`src/logic/brl_params.svh`:
```
// Constants for the broadcast rate limiter
`ifndef BRL_PARAMS_SVH
`define BRL_PARAMS_SVH
`define BRL_CLK_HZ          25000000
`define BRL_WINDOW_S        1
`define BRL_WINDOW_CYC      (`BRL_CLK_HZ * `BRL_WINDOW_S)
`define BRL_THR_STEP        10
`define BRL_THR_RST         32'h0000_0000
`define BRL_OFF_MODE        8'h00
`define BRL_OFF_PORT_BASE   8'h10
`define BRL_OFF_PORT_STRIDE 8'h10
`define BRL_SUB_THR         2'h0
`define BRL_SUB_TOTAL       2'h1
`define BRL_SUB_PEAK        2'h2
`define BRL_SUB_SINCE       2'h3
`define BRL_MODE_RST        2'h0
`endif

```
`src/logic/brl_pkg.sv`:
```
// Types for the broadcast rate limiter
package brl_pkg;
  typedef enum logic [1:0] {
    BRL_MODE_OFF,
    BRL_MODE_BRIDGE,
    BRL_MODE_VLAN,
    BRL_MODE_OTHER
  } brl_mode_e;

  typedef struct packed {
    logic        valid;
    logic        bcast;
  } brl_frame_s;

  typedef struct packed {
    logic        wr;
    logic        rd;
    logic [7:0]  addr;
    logic [31:0] wdata;
  } brl_bus_s;
endpackage : brl_pkg

```
`src/logic/brl_tick.sv`:
```
// Divider making the one-second window pulse
`timescale 1ns/100ps
`include "brl_params.svh"
module brl_tick
  import brl_pkg::*;
#(
  parameter int unsigned WINDOW_CYC = `BRL_WINDOW_CYC
) (
  // Clock and reset
  input  wire logic core_clk_in,
  input  wire logic rst_n_in,
  // Window pulse
  output logic      tick_out
);
  logic [31:0] cnt_r;
  logic [31:0] cnt_nxt;
  logic        tick_r;
  logic        tick_nxt;

  always_comb begin
    tick_nxt = 1'b0;
    cnt_nxt  = cnt_r + 32'h1;
    if (cnt_r == 32'(WINDOW_CYC - 1)) begin
      cnt_nxt  = 32'h0;
      tick_nxt = 1'b1;
    end
  end

  always_ff @(posedge core_clk_in or negedge rst_n_in) begin
    if (!rst_n_in) begin
      cnt_r  <= 32'h0;
      tick_r <= 1'b0;
    end else begin
      cnt_r  <= cnt_nxt;
      tick_r <= tick_nxt;
    end
  end

  assign tick_out = tick_r;
endmodule : brl_tick

```
`src/logic/brl_limiter.sv`:
```
// Per-port broadcast storm limiter with statistics
//
// Implementation choices: the address map and strobed register access.
`timescale 1ns/100ps
`include "brl_params.svh"
// How it works
// - Each port counts broadcast frames per one-second window and drops those past the threshold.
// - Every port has its own threshold register giving frames per second allowed through.
// - Each port keeps a readable running total of received broadcast frames.
// - Each port keeps a readable peak of broadcast frames per second.
// - Each port keeps a readable count of seconds since the peak was recorded.
// - A peak reset for a port zeroes its peak and restarts its time since peak.
// - Limiting acts only when the mode is transparent or VLAN-aware bridging.
module brl_limiter
  import brl_pkg::*;
#(
  parameter int unsigned NPORT      = 4,
  parameter int unsigned CW         = 32,
  parameter int unsigned WINDOW_CYC = `BRL_WINDOW_CYC
) (
  // Clock and reset
  input  wire logic             core_clk_in,
  input  wire logic             rst_n_in,
  // Register port
  input  wire logic [7:0]       reg_addr_in,
  input  wire logic [31:0]      reg_wdata_in,
  input  wire logic             reg_wr_in,
  input  wire logic             reg_rd_in,
  output logic      [31:0]      reg_rdata_out,
  // Receive side, one frame event per port
  input  wire brl_frame_s [NPORT-1:0] rx_frame_in,
  // Forwarding side
  output logic      [NPORT-1:0] fwd_ok_out,
  output logic      [NPORT-1:0] drop_out
);
  logic             tick;
  logic [1:0]       mode_r;
  logic [1:0]       mode_nxt;
  logic [CW-1:0]    thr_r   [NPORT];
  logic [CW-1:0]    thr_nxt [NPORT];
  logic [CW-1:0]    win_r   [NPORT];
  logic [CW-1:0]    win_nxt [NPORT];
  logic [CW-1:0]    tot_r   [NPORT];
  logic [CW-1:0]    tot_nxt [NPORT];
  logic [CW-1:0]    peak_r  [NPORT];
  logic [CW-1:0]    peak_nxt[NPORT];
  logic [CW-1:0]    since_r [NPORT];
  logic [CW-1:0]    since_nxt[NPORT];
  logic [NPORT-1:0] fwd_r;
  logic [NPORT-1:0] fwd_nxt;
  logic [NPORT-1:0] drop_r;
  logic [NPORT-1:0] drop_nxt;
  logic [31:0]      rdata_r;
  logic [31:0]      rdata_nxt;
  logic             limit_on;

  brl_tick #(
    .WINDOW_CYC (WINDOW_CYC)
  ) u_tick (
    .core_clk_in (core_clk_in),
    .rst_n_in    (rst_n_in),
    .tick_out    (tick)
  );

  // Port index of a per-port register address
  function automatic int unsigned port_of(input logic [7:0] a);
    return int'((a - `BRL_OFF_PORT_BASE) >> 4);
  endfunction : port_of

  function automatic logic is_port(input logic [7:0] a, input logic [1:0] sub);
    logic [7:0] rel;
    rel = a - `BRL_OFF_PORT_BASE;
    return (a >= `BRL_OFF_PORT_BASE) && (int'(rel >> 4) < NPORT)
           && (rel[3:2] == sub) && (rel[1:0] == 2'h0);
  endfunction : is_port

  assign limit_on = (mode_r == 2'(BRL_MODE_BRIDGE)) || (mode_r == 2'(BRL_MODE_VLAN));

  always_comb begin
    mode_nxt  = mode_r;
    fwd_nxt   = '0;
    drop_nxt  = '0;
    rdata_nxt = 32'h0;
    if (reg_wr_in && reg_addr_in == `BRL_OFF_MODE) begin
      mode_nxt = reg_wdata_in[1:0];
    end
    for (int p = 0; p < NPORT; p++) begin
      thr_nxt[p]   = thr_r[p];
      win_nxt[p]   = win_r[p];
      tot_nxt[p]   = tot_r[p];
      peak_nxt[p]  = peak_r[p];
      since_nxt[p] = since_r[p];
      if (reg_wr_in && is_port(reg_addr_in, `BRL_SUB_THR) && port_of(reg_addr_in) == p) begin
        thr_nxt[p] = reg_wdata_in[CW-1:0];
      end
      if (rx_frame_in[p].valid && !rx_frame_in[p].bcast) begin
        fwd_nxt[p] = 1'b1;
      end
      if (rx_frame_in[p].valid && rx_frame_in[p].bcast) begin
        tot_nxt[p] = tot_r[p] + 1'b1;
        if (limit_on && win_r[p] >= thr_r[p]) begin
          drop_nxt[p] = 1'b1;
        end else begin
          fwd_nxt[p] = 1'b1;
        end
        // Saturate so a long storm cannot wrap and reopen the gate
        if (win_r[p] != '1) begin
          win_nxt[p] = win_r[p] + 1'b1;
        end
      end
      // A frame in the tick cycle is lost with the old window
      if (tick) begin
        win_nxt[p]   = '0;
        since_nxt[p] = since_r[p] + 1'b1;
        if (win_r[p] > peak_r[p]) begin
          peak_nxt[p]  = win_r[p];
          since_nxt[p] = '0;
        end
      end
      // Software clear beats a same-cycle window update
      if (reg_wr_in && is_port(reg_addr_in, `BRL_SUB_PEAK) && port_of(reg_addr_in) == p
          && reg_wdata_in[0]) begin
        peak_nxt[p]  = '0;
        since_nxt[p] = '0;
      end
      if (reg_rd_in && port_of(reg_addr_in) == p) begin
        if (is_port(reg_addr_in, `BRL_SUB_THR)) rdata_nxt = 32'(thr_r[p]);
        if (is_port(reg_addr_in, `BRL_SUB_TOTAL)) rdata_nxt = 32'(tot_r[p]);
        if (is_port(reg_addr_in, `BRL_SUB_PEAK)) rdata_nxt = 32'(peak_r[p]);
        if (is_port(reg_addr_in, `BRL_SUB_SINCE)) rdata_nxt = 32'(since_r[p]);
      end
    end
    if (reg_rd_in && reg_addr_in == `BRL_OFF_MODE) begin
      rdata_nxt = {30'h0, mode_r};
    end
  end

  always_ff @(posedge core_clk_in or negedge rst_n_in) begin
    if (!rst_n_in) begin
      mode_r  <= `BRL_MODE_RST;
      fwd_r   <= '0;
      drop_r  <= '0;
      rdata_r <= 32'h0;
      for (int p = 0; p < NPORT; p++) begin
        thr_r[p]   <= CW'(`BRL_THR_RST);
        win_r[p]   <= '0;
        tot_r[p]   <= '0;
        peak_r[p]  <= '0;
        since_r[p] <= '0;
      end
    end else begin
      mode_r  <= mode_nxt;
      fwd_r   <= fwd_nxt;
      drop_r  <= drop_nxt;
      rdata_r <= rdata_nxt;
      for (int p = 0; p < NPORT; p++) begin
        thr_r[p]   <= thr_nxt[p];
        win_r[p]   <= win_nxt[p];
        tot_r[p]   <= tot_nxt[p];
        peak_r[p]  <= peak_nxt[p];
        since_r[p] <= since_nxt[p];
      end
    end
  end

  assign reg_rdata_out = rdata_r;
  assign fwd_ok_out    = fwd_r;
  assign drop_out      = drop_r;

  // Port 0 stands for all ports except in a_drop_needs_mode, which checks every port; each runs the same logic
  a_drop_needs_mode: assert property (@(posedge core_clk_in) disable iff (!rst_n_in)
    |drop_r |-> $past(limit_on)) else $error("Drop outside bridging mode");
  a_drop_over_thr: assert property (@(posedge core_clk_in) disable iff (!rst_n_in)
    drop_r[0] |-> $past(win_r[0]) >= $past(thr_r[0])) else $error("Drop below threshold");
  a_fwd_under_thr: assert property (@(posedge core_clk_in) disable iff (!rst_n_in)
    rx_frame_in[0].valid && rx_frame_in[0].bcast && win_r[0] < thr_r[0]
    |=> fwd_r[0] && !drop_r[0]) else $error("Frame under threshold dropped");
  a_thr_write: assert property (@(posedge core_clk_in) disable iff (!rst_n_in)
    reg_wr_in && reg_addr_in == `BRL_OFF_PORT_BASE
    |=> thr_r[0] == $past(reg_wdata_in[CW-1:0])) else $error("Threshold not stored");
  a_total_counts: assert property (@(posedge core_clk_in) disable iff (!rst_n_in)
    rx_frame_in[0].valid && rx_frame_in[0].bcast |=> tot_r[0] == $past(tot_r[0]) + 1'b1)
    else $error("Total missed a frame");
  a_peak_rises: assert property (@(posedge core_clk_in) disable iff (!rst_n_in)
    tick && win_r[0] > peak_r[0] && !reg_wr_in |=> peak_r[0] == $past(win_r[0]) && since_r[0] == '0)
    else $error("Peak not taken");
  a_peak_holds: assert property (@(posedge core_clk_in) disable iff (!rst_n_in)
    !tick && !reg_wr_in |=> $stable(peak_r[0])) else $error("Peak moved between windows");
  a_since_steps: assert property (@(posedge core_clk_in) disable iff (!rst_n_in)
    tick && win_r[0] <= peak_r[0] && !reg_wr_in |=> since_r[0] == $past(since_r[0]) + 1'b1)
    else $error("Time since peak not advanced");
  a_peak_reset: assert property (@(posedge core_clk_in) disable iff (!rst_n_in)
    reg_wr_in && reg_addr_in == (`BRL_OFF_PORT_BASE + 8'h08) && reg_wdata_in[0]
    |=> peak_r[0] == '0 && since_r[0] == '0) else $error("Peak reset ignored");
  a_window_clears: assert property (@(posedge core_clk_in) disable iff (!rst_n_in)
    tick |=> win_r[0] == '0) else $error("Window count not cleared");
  a_bcast_answers: assert property (@(posedge core_clk_in) disable iff (!rst_n_in)
    rx_frame_in[0].valid && rx_frame_in[0].bcast |=> fwd_r[0] != drop_r[0])
    else $error("Broadcast frame not answered once");
  a_ucast_passes: assert property (@(posedge core_clk_in) disable iff (!rst_n_in)
    rx_frame_in[0].valid && !rx_frame_in[0].bcast |=> fwd_r[0] && !drop_r[0])
    else $error("Non-broadcast frame held back");
  a_off_mode_passes: assert property (@(posedge core_clk_in) disable iff (!rst_n_in)
    rx_frame_in[0].valid && rx_frame_in[0].bcast && !limit_on |=> fwd_r[0] && !drop_r[0])
    else $error("Frame dropped outside bridging mode");
  a_thr_own_port: assert property (@(posedge core_clk_in) disable iff (!rst_n_in)
    reg_wr_in && reg_addr_in == (`BRL_OFF_PORT_BASE + `BRL_OFF_PORT_STRIDE)
    |=> $stable(thr_r[0])) else $error("Threshold write reached another port");
  a_total_read: assert property (@(posedge core_clk_in) disable iff (!rst_n_in)
    reg_rd_in && reg_addr_in == (`BRL_OFF_PORT_BASE + 8'h04)
    |=> reg_rdata_out == 32'($past(tot_r[0]))) else $error("Total read wrong");
  a_peak_read: assert property (@(posedge core_clk_in) disable iff (!rst_n_in)
    reg_rd_in && reg_addr_in == (`BRL_OFF_PORT_BASE + 8'h08)
    |=> reg_rdata_out == 32'($past(peak_r[0]))) else $error("Peak read wrong");
  a_since_read: assert property (@(posedge core_clk_in) disable iff (!rst_n_in)
    reg_rd_in && reg_addr_in == (`BRL_OFF_PORT_BASE + 8'h0c)
    |=> reg_rdata_out == 32'($past(since_r[0]))) else $error("Time since peak read wrong");
  a_since_holds: assert property (@(posedge core_clk_in) disable iff (!rst_n_in)
    !tick && !reg_wr_in |=> $stable(since_r[0])) else $error("Time since peak moved early");
  a_rdata_idle: assert property (@(posedge core_clk_in) disable iff (!rst_n_in)
    !reg_rd_in |=> reg_rdata_out == 32'h0) else $error("Read data left standing");
endmodule : brl_limiter

```
`config.mk`:
```
export PLATFORM = sky130hd
export DESIGN_NAME = brl_limiter
export DESIGN_NICKNAME = d
export VERILOG_FILES = /design/src/logic/brl_pkg.sv /design/src/logic/brl_tick.sv /design/src/logic/brl_limiter.sv
export VERILOG_INCLUDE_DIRS = /design/src /design/src/logic
export SDC_FILE = /design/constraint.sdc
export NUM_CORES = 2
export LEC_CHECK = 0
export BUFFER_PORTS_ARGS = -buffer_cell sky130_fd_sc_hd__buf_4
export CAP_MARGIN = 40
export CORE_MARGIN = 10
export CORE_UTILIZATION = 64
export DETAILED_ROUTE_END_ITERATION = 10
export PLACE_DENSITY = 0.82
export RECOVER_POWER = 25
export REMOVE_ABC_BUFFERS = 1
export SLEW_MARGIN = 15
export SYNTH_ARGS = -nofsm -noshare
export SYNTH_HDL_FRONTEND = slang
export SYNTH_SLANG_ARGS = --single-unit
```
`constraint.sdc`:
```
create_clock -name core_clk_in -period 3.6 [get_ports core_clk_in]
set_input_delay 0.18 -clock core_clk_in [delete_from_list [all_inputs] [get_ports core_clk_in]]
set_output_delay 0.18 -clock core_clk_in [all_outputs]
set_load 0.1 [all_outputs]
```
==> results.yml <==
logic_synthesis:
  synth.cell_area_sq_um: 41920
  avgSynthCellArea_sq_um: 9.486
  synth_enable_flop_cells: 0
  postSynthRegisterBits: 715
  synth.yosys.seq_area_share_pct: 42.68
  synthArstFlopShare_pct: 100.0
  synth.distinct_cells: 78
  yosys_warnings: 0
  yosys_most_used_dff: "sky130_fd_sc_hd__dfrtp_1"
  synth_cells: 4419
drt:
  detail_route.drc_violations: 0
  detail_route.first_pass.iterations: 9
  route.detailed.wl_per_inst_um: 24.31
  totalWireLength_um: 132600
  route.antenna.remaining_nets: 0
  routed-via-count: 36070
  drt_first_iter_violations: 4458
  routed_via_density: 6.612
timing:
  worst-slew-pin-transition_ns: 3.021
  finClkSkew_ns: 0.03829
  timing.final.crit_period_ns: 3.295
  max_slew_margin_pct: -101.4
  maxClockFrequency_ghz: 0.3035
  grt_setup_unrepaired: "no"
  hold-worst-slack_ns: 0.03365
  min_period_over_period_pct: 91.51
  finalSetupViolCount: 0
  report.final.hold_viol_count: 0
  slew_violations: 98
die:
  core_region_area_sq_um: 64700
  dieArea_sq_um: 76130
  chipWidth_um: 275.9
  rows: 93
  start_util_pct: 64.79
  chip_height_um: 275.9
  io-pin-count: 92
power:
  max-vdd-ir-drop_mv: 0.3805
  leakage_nw: 21.72
  cellPowerDensity_nw_per_um2: 415.5
setup_path:
  timing.critical_path.required_ns: 4.14
  crit_path_max_fanout: 64
  cp.arrival_ns: 3.84
  setup_crit_path_kind: "reg2reg"
  ff2ff_setup_slack_ns: 0.31
  critical_path.endpoint_type: "flip-flop"
  worstSetupStartpointType: "flip-flop"
cts:
  htreeDepth: 3
  cts_root_buf: "sky130_fd_sc_hd__clkbuf_16"
  cts_tree: "built"
  worst_setup_hold_path_clk_slew_ns: 0.06
  clock_insertion_delay_worst_skew_ns: 0.64
  post_cts.resized_instances: 0
  cts_num_sinks: 715
  post_cts_buffers: 0
  cts_inserted_buffers: 78
  clockBufferDepth: 3
grt:
  grt_start_max_net_pins: 106
  grt_pass1_vias: 34990
  grt_antenna_before_repair: 7
  grt_first_pass_wirelength_um: 204300
  globalRouteOverflowTotal: 0
  grtUsageTotal_pct: 34.83
final_layout:
  synthToLayoutAreaGrowth_pct: 11.63
  num-nets-final: 4856
  drive_gt1_share_pct: 10.72
  stdcell_count: 5455
min_path:
  hp-class: "in2reg"
outcome:
  failed_checks: "max-capacitance violations, max-slew violations"
  outcome: "complete, but fails checks"
run:
  drv.max_cap_violation_count: 1
placement:
  dp.cells: 5270
  routabilityCongestion: 1.108
  place.detailed.hpwl_um: 96990
  placement.io_buffers: 91
## report_power, final
group	leakage, nW	internal (W)	switching, W	total (W)
sequential	9.34	0.00834	0.000498	0.00884
combinational	11.0	0.000891	0.00131	0.00220
clock	1.33	0.00497	0.00344	0.00841
total	21.7	0.0142	0.00524	0.0194
## Yosys cell counts (91+ instances only)
cell / n / area share, %
sky130_fd_sc_hd__xor2_1: 159 / 3.3
sky130_fd_sc_hd__nand4_1: 142 / 2.1
sky130_fd_sc_hd__inv_1: 298 / 2.7
sky130_fd_sc_hd__clkbuf_1: 124 / 1.1
sky130_fd_sc_hd__dfrtp_1: 715 / 43
sky130_fd_sc_hd__and3_1: 91 / 1.4
sky130_fd_sc_hd__nor2_1: 453 / 4.1
sky130_fd_sc_hd__nand2_1: 467 / 4.2
sky130_fd_sc_hd__ha_1: 269 / 8.0
sky130_fd_sc_hd__mux4_2: 91 / 4.9
sky130_fd_sc_hd__nand3_1: 247 / 2.9
sky130_fd_sc_hd__o21ai_0: 333 / 4.0
sky130_fd_sc_hd__a21oi_1: 134 / 1.6
sky130_fd_sc_hd__xnor2_1: 192 / 4.0
## final cells by class
cell class	instances	area [sq um]
Tap cell	855	1070
Inverter	298	1119
Fill cell	4608	17900
Antenna cell	3	7.507
Clock buffer	120	2446
Sequential cell	715	17900
Multi-Input combinational cell	3228	22220
Timing Repair Buffer	214	1808
Clock inverter	22	231.5
## registers in the layout (all words and copies together), names as in the netlist
register	cells
mode_r	2
tot_r	128
reg_rdata_out	32
u_tick.cnt_r	32
thr_r	128
since_r	128
drop_out	4
win_r	128
fwd_ok_out	4
peak_r	128
u_tick.tick_out	1
## through the flow
step / area [sq um] / utilization (%) / worst slack, ns / setup TNS, ns / total power, W
2_1_floorplan: 41190 / - / -5.053 / -570.37 / 0.01006
3_5_place_dp: 43770 / 67.66 / 0.3854 / 0 / 0.01106
4_1_cts: 46840 / 72.40 / 0.3428 / 0 / 0.01939
6_report: 46800 / 72.33 / 0.3055 / 0 / 0.01944
3_3_place_gp: 43770 / 67.65 / 0.4697 / 0 / 0.01097
5_1_grt: 46790 / 72.32 / 0.05985 / 0 / 0.02005
## final timing paths
path	cells past startpoint	from	endpoint
max in group asynchronous	3	rst_n_in	tot_r[32]$_DFFE_PN0P_
min reg2reg	1	tot_r[127]$_DFFE_PN0P_	tot_r[127]$_DFFE_PN0P_
max	9	win_r[21]$_DFFE_PN0P_	peak_r[19]$_DFFE_PN0P_
min	4	rx_frame_in[4]	tot_r[32]$_DFFE_PN0P_
min in group asynchronous	2	rst_n_in	tot_r[109]$_DFFE_PN0P_
max reg2reg	9	win_r[21]$_DFFE_PN0P_	peak_r[19]$_DFFE_PN0P_
## logic make-up (layout without fill, tap and decap cells)
kind of cell    Yosys count  in the layout  synth area share (%)
xor+xnor                351            351                 7.334
compound gates          684            684                 9.602
buf+inv                 476            654                 4.418
other cells               0              3                     0
flops                   715            715                 42.68
fa+ha+maj               269            269                 8.029
mux                     238            238                 8.617
simple gates           1686           1686                 19.32
## timing repair
| item | 4_1_cts | 5_1_grt |
|---|---|---|
| hold buffers | 39 | 0 |
| hold endpoints to repair | 222 | 0 |
| setup endpoints to repair | 0 | 0 |
## per-layer routing
metal | GRT usage [%] | share of wire (%) | vias up
met3 | 9.765 | 12 | 563
li1 | - | - | 15770
met2 | 51.72 | 43 | 2195
met5 | 0 | 0.011 | -
met1 | 44.24 | 37 | 17540
met4 | 23.13 | 8.1 | 2
## cell usage in the layout, fill, tap and decap left out, drive strengths merged, types with 25 or more instances in the layout
cell type / Yosys / layout
dlygate4sd3: 0 / 39
nand4: 142 / 142
xnor2: 192 / 192
clkbuf: 125 / 132
or3: 36 / 36
ha: 269 / 269
nor3: 64 / 64
mux4: 91 / 91
mux2i: 74 / 74
a21o: 25 / 25
dfrtp: 715 / 715
inv: 298 / 300
nor2: 455 / 455
nand2: 469 / 469
nand3: 247 / 247
xor2: 159 / 159
o22ai: 35 / 35
a21oi: 134 / 134
nor2b: 27 / 27
mux2: 73 / 73
nor4: 28 / 28
o311ai: 27 / 27
and4: 39 / 39
o21ai: 336 / 336
and3: 91 / 91
buf: 53 / 163
## worst max-delay path, stage by stage (launching register included)
cell	delay, ns
sky130_fd_sc_hd__dfrtp_1	0.47
sky130_fd_sc_hd__ha_1	0.40
sky130_fd_sc_hd__nand4_1	0.17
sky130_fd_sc_hd__nor4_1	0.47
sky130_fd_sc_hd__nand3_1	0.18
sky130_fd_sc_hd__or4_1	0.53
sky130_fd_sc_hd__o211ai_1	0.17
sky130_fd_sc_hd__buf_4	0.54
sky130_fd_sc_hd__nand3_1	0.16
sky130_fd_sc_hd__o21ai_0	0.11
Power figures use the tool's default switching activity.
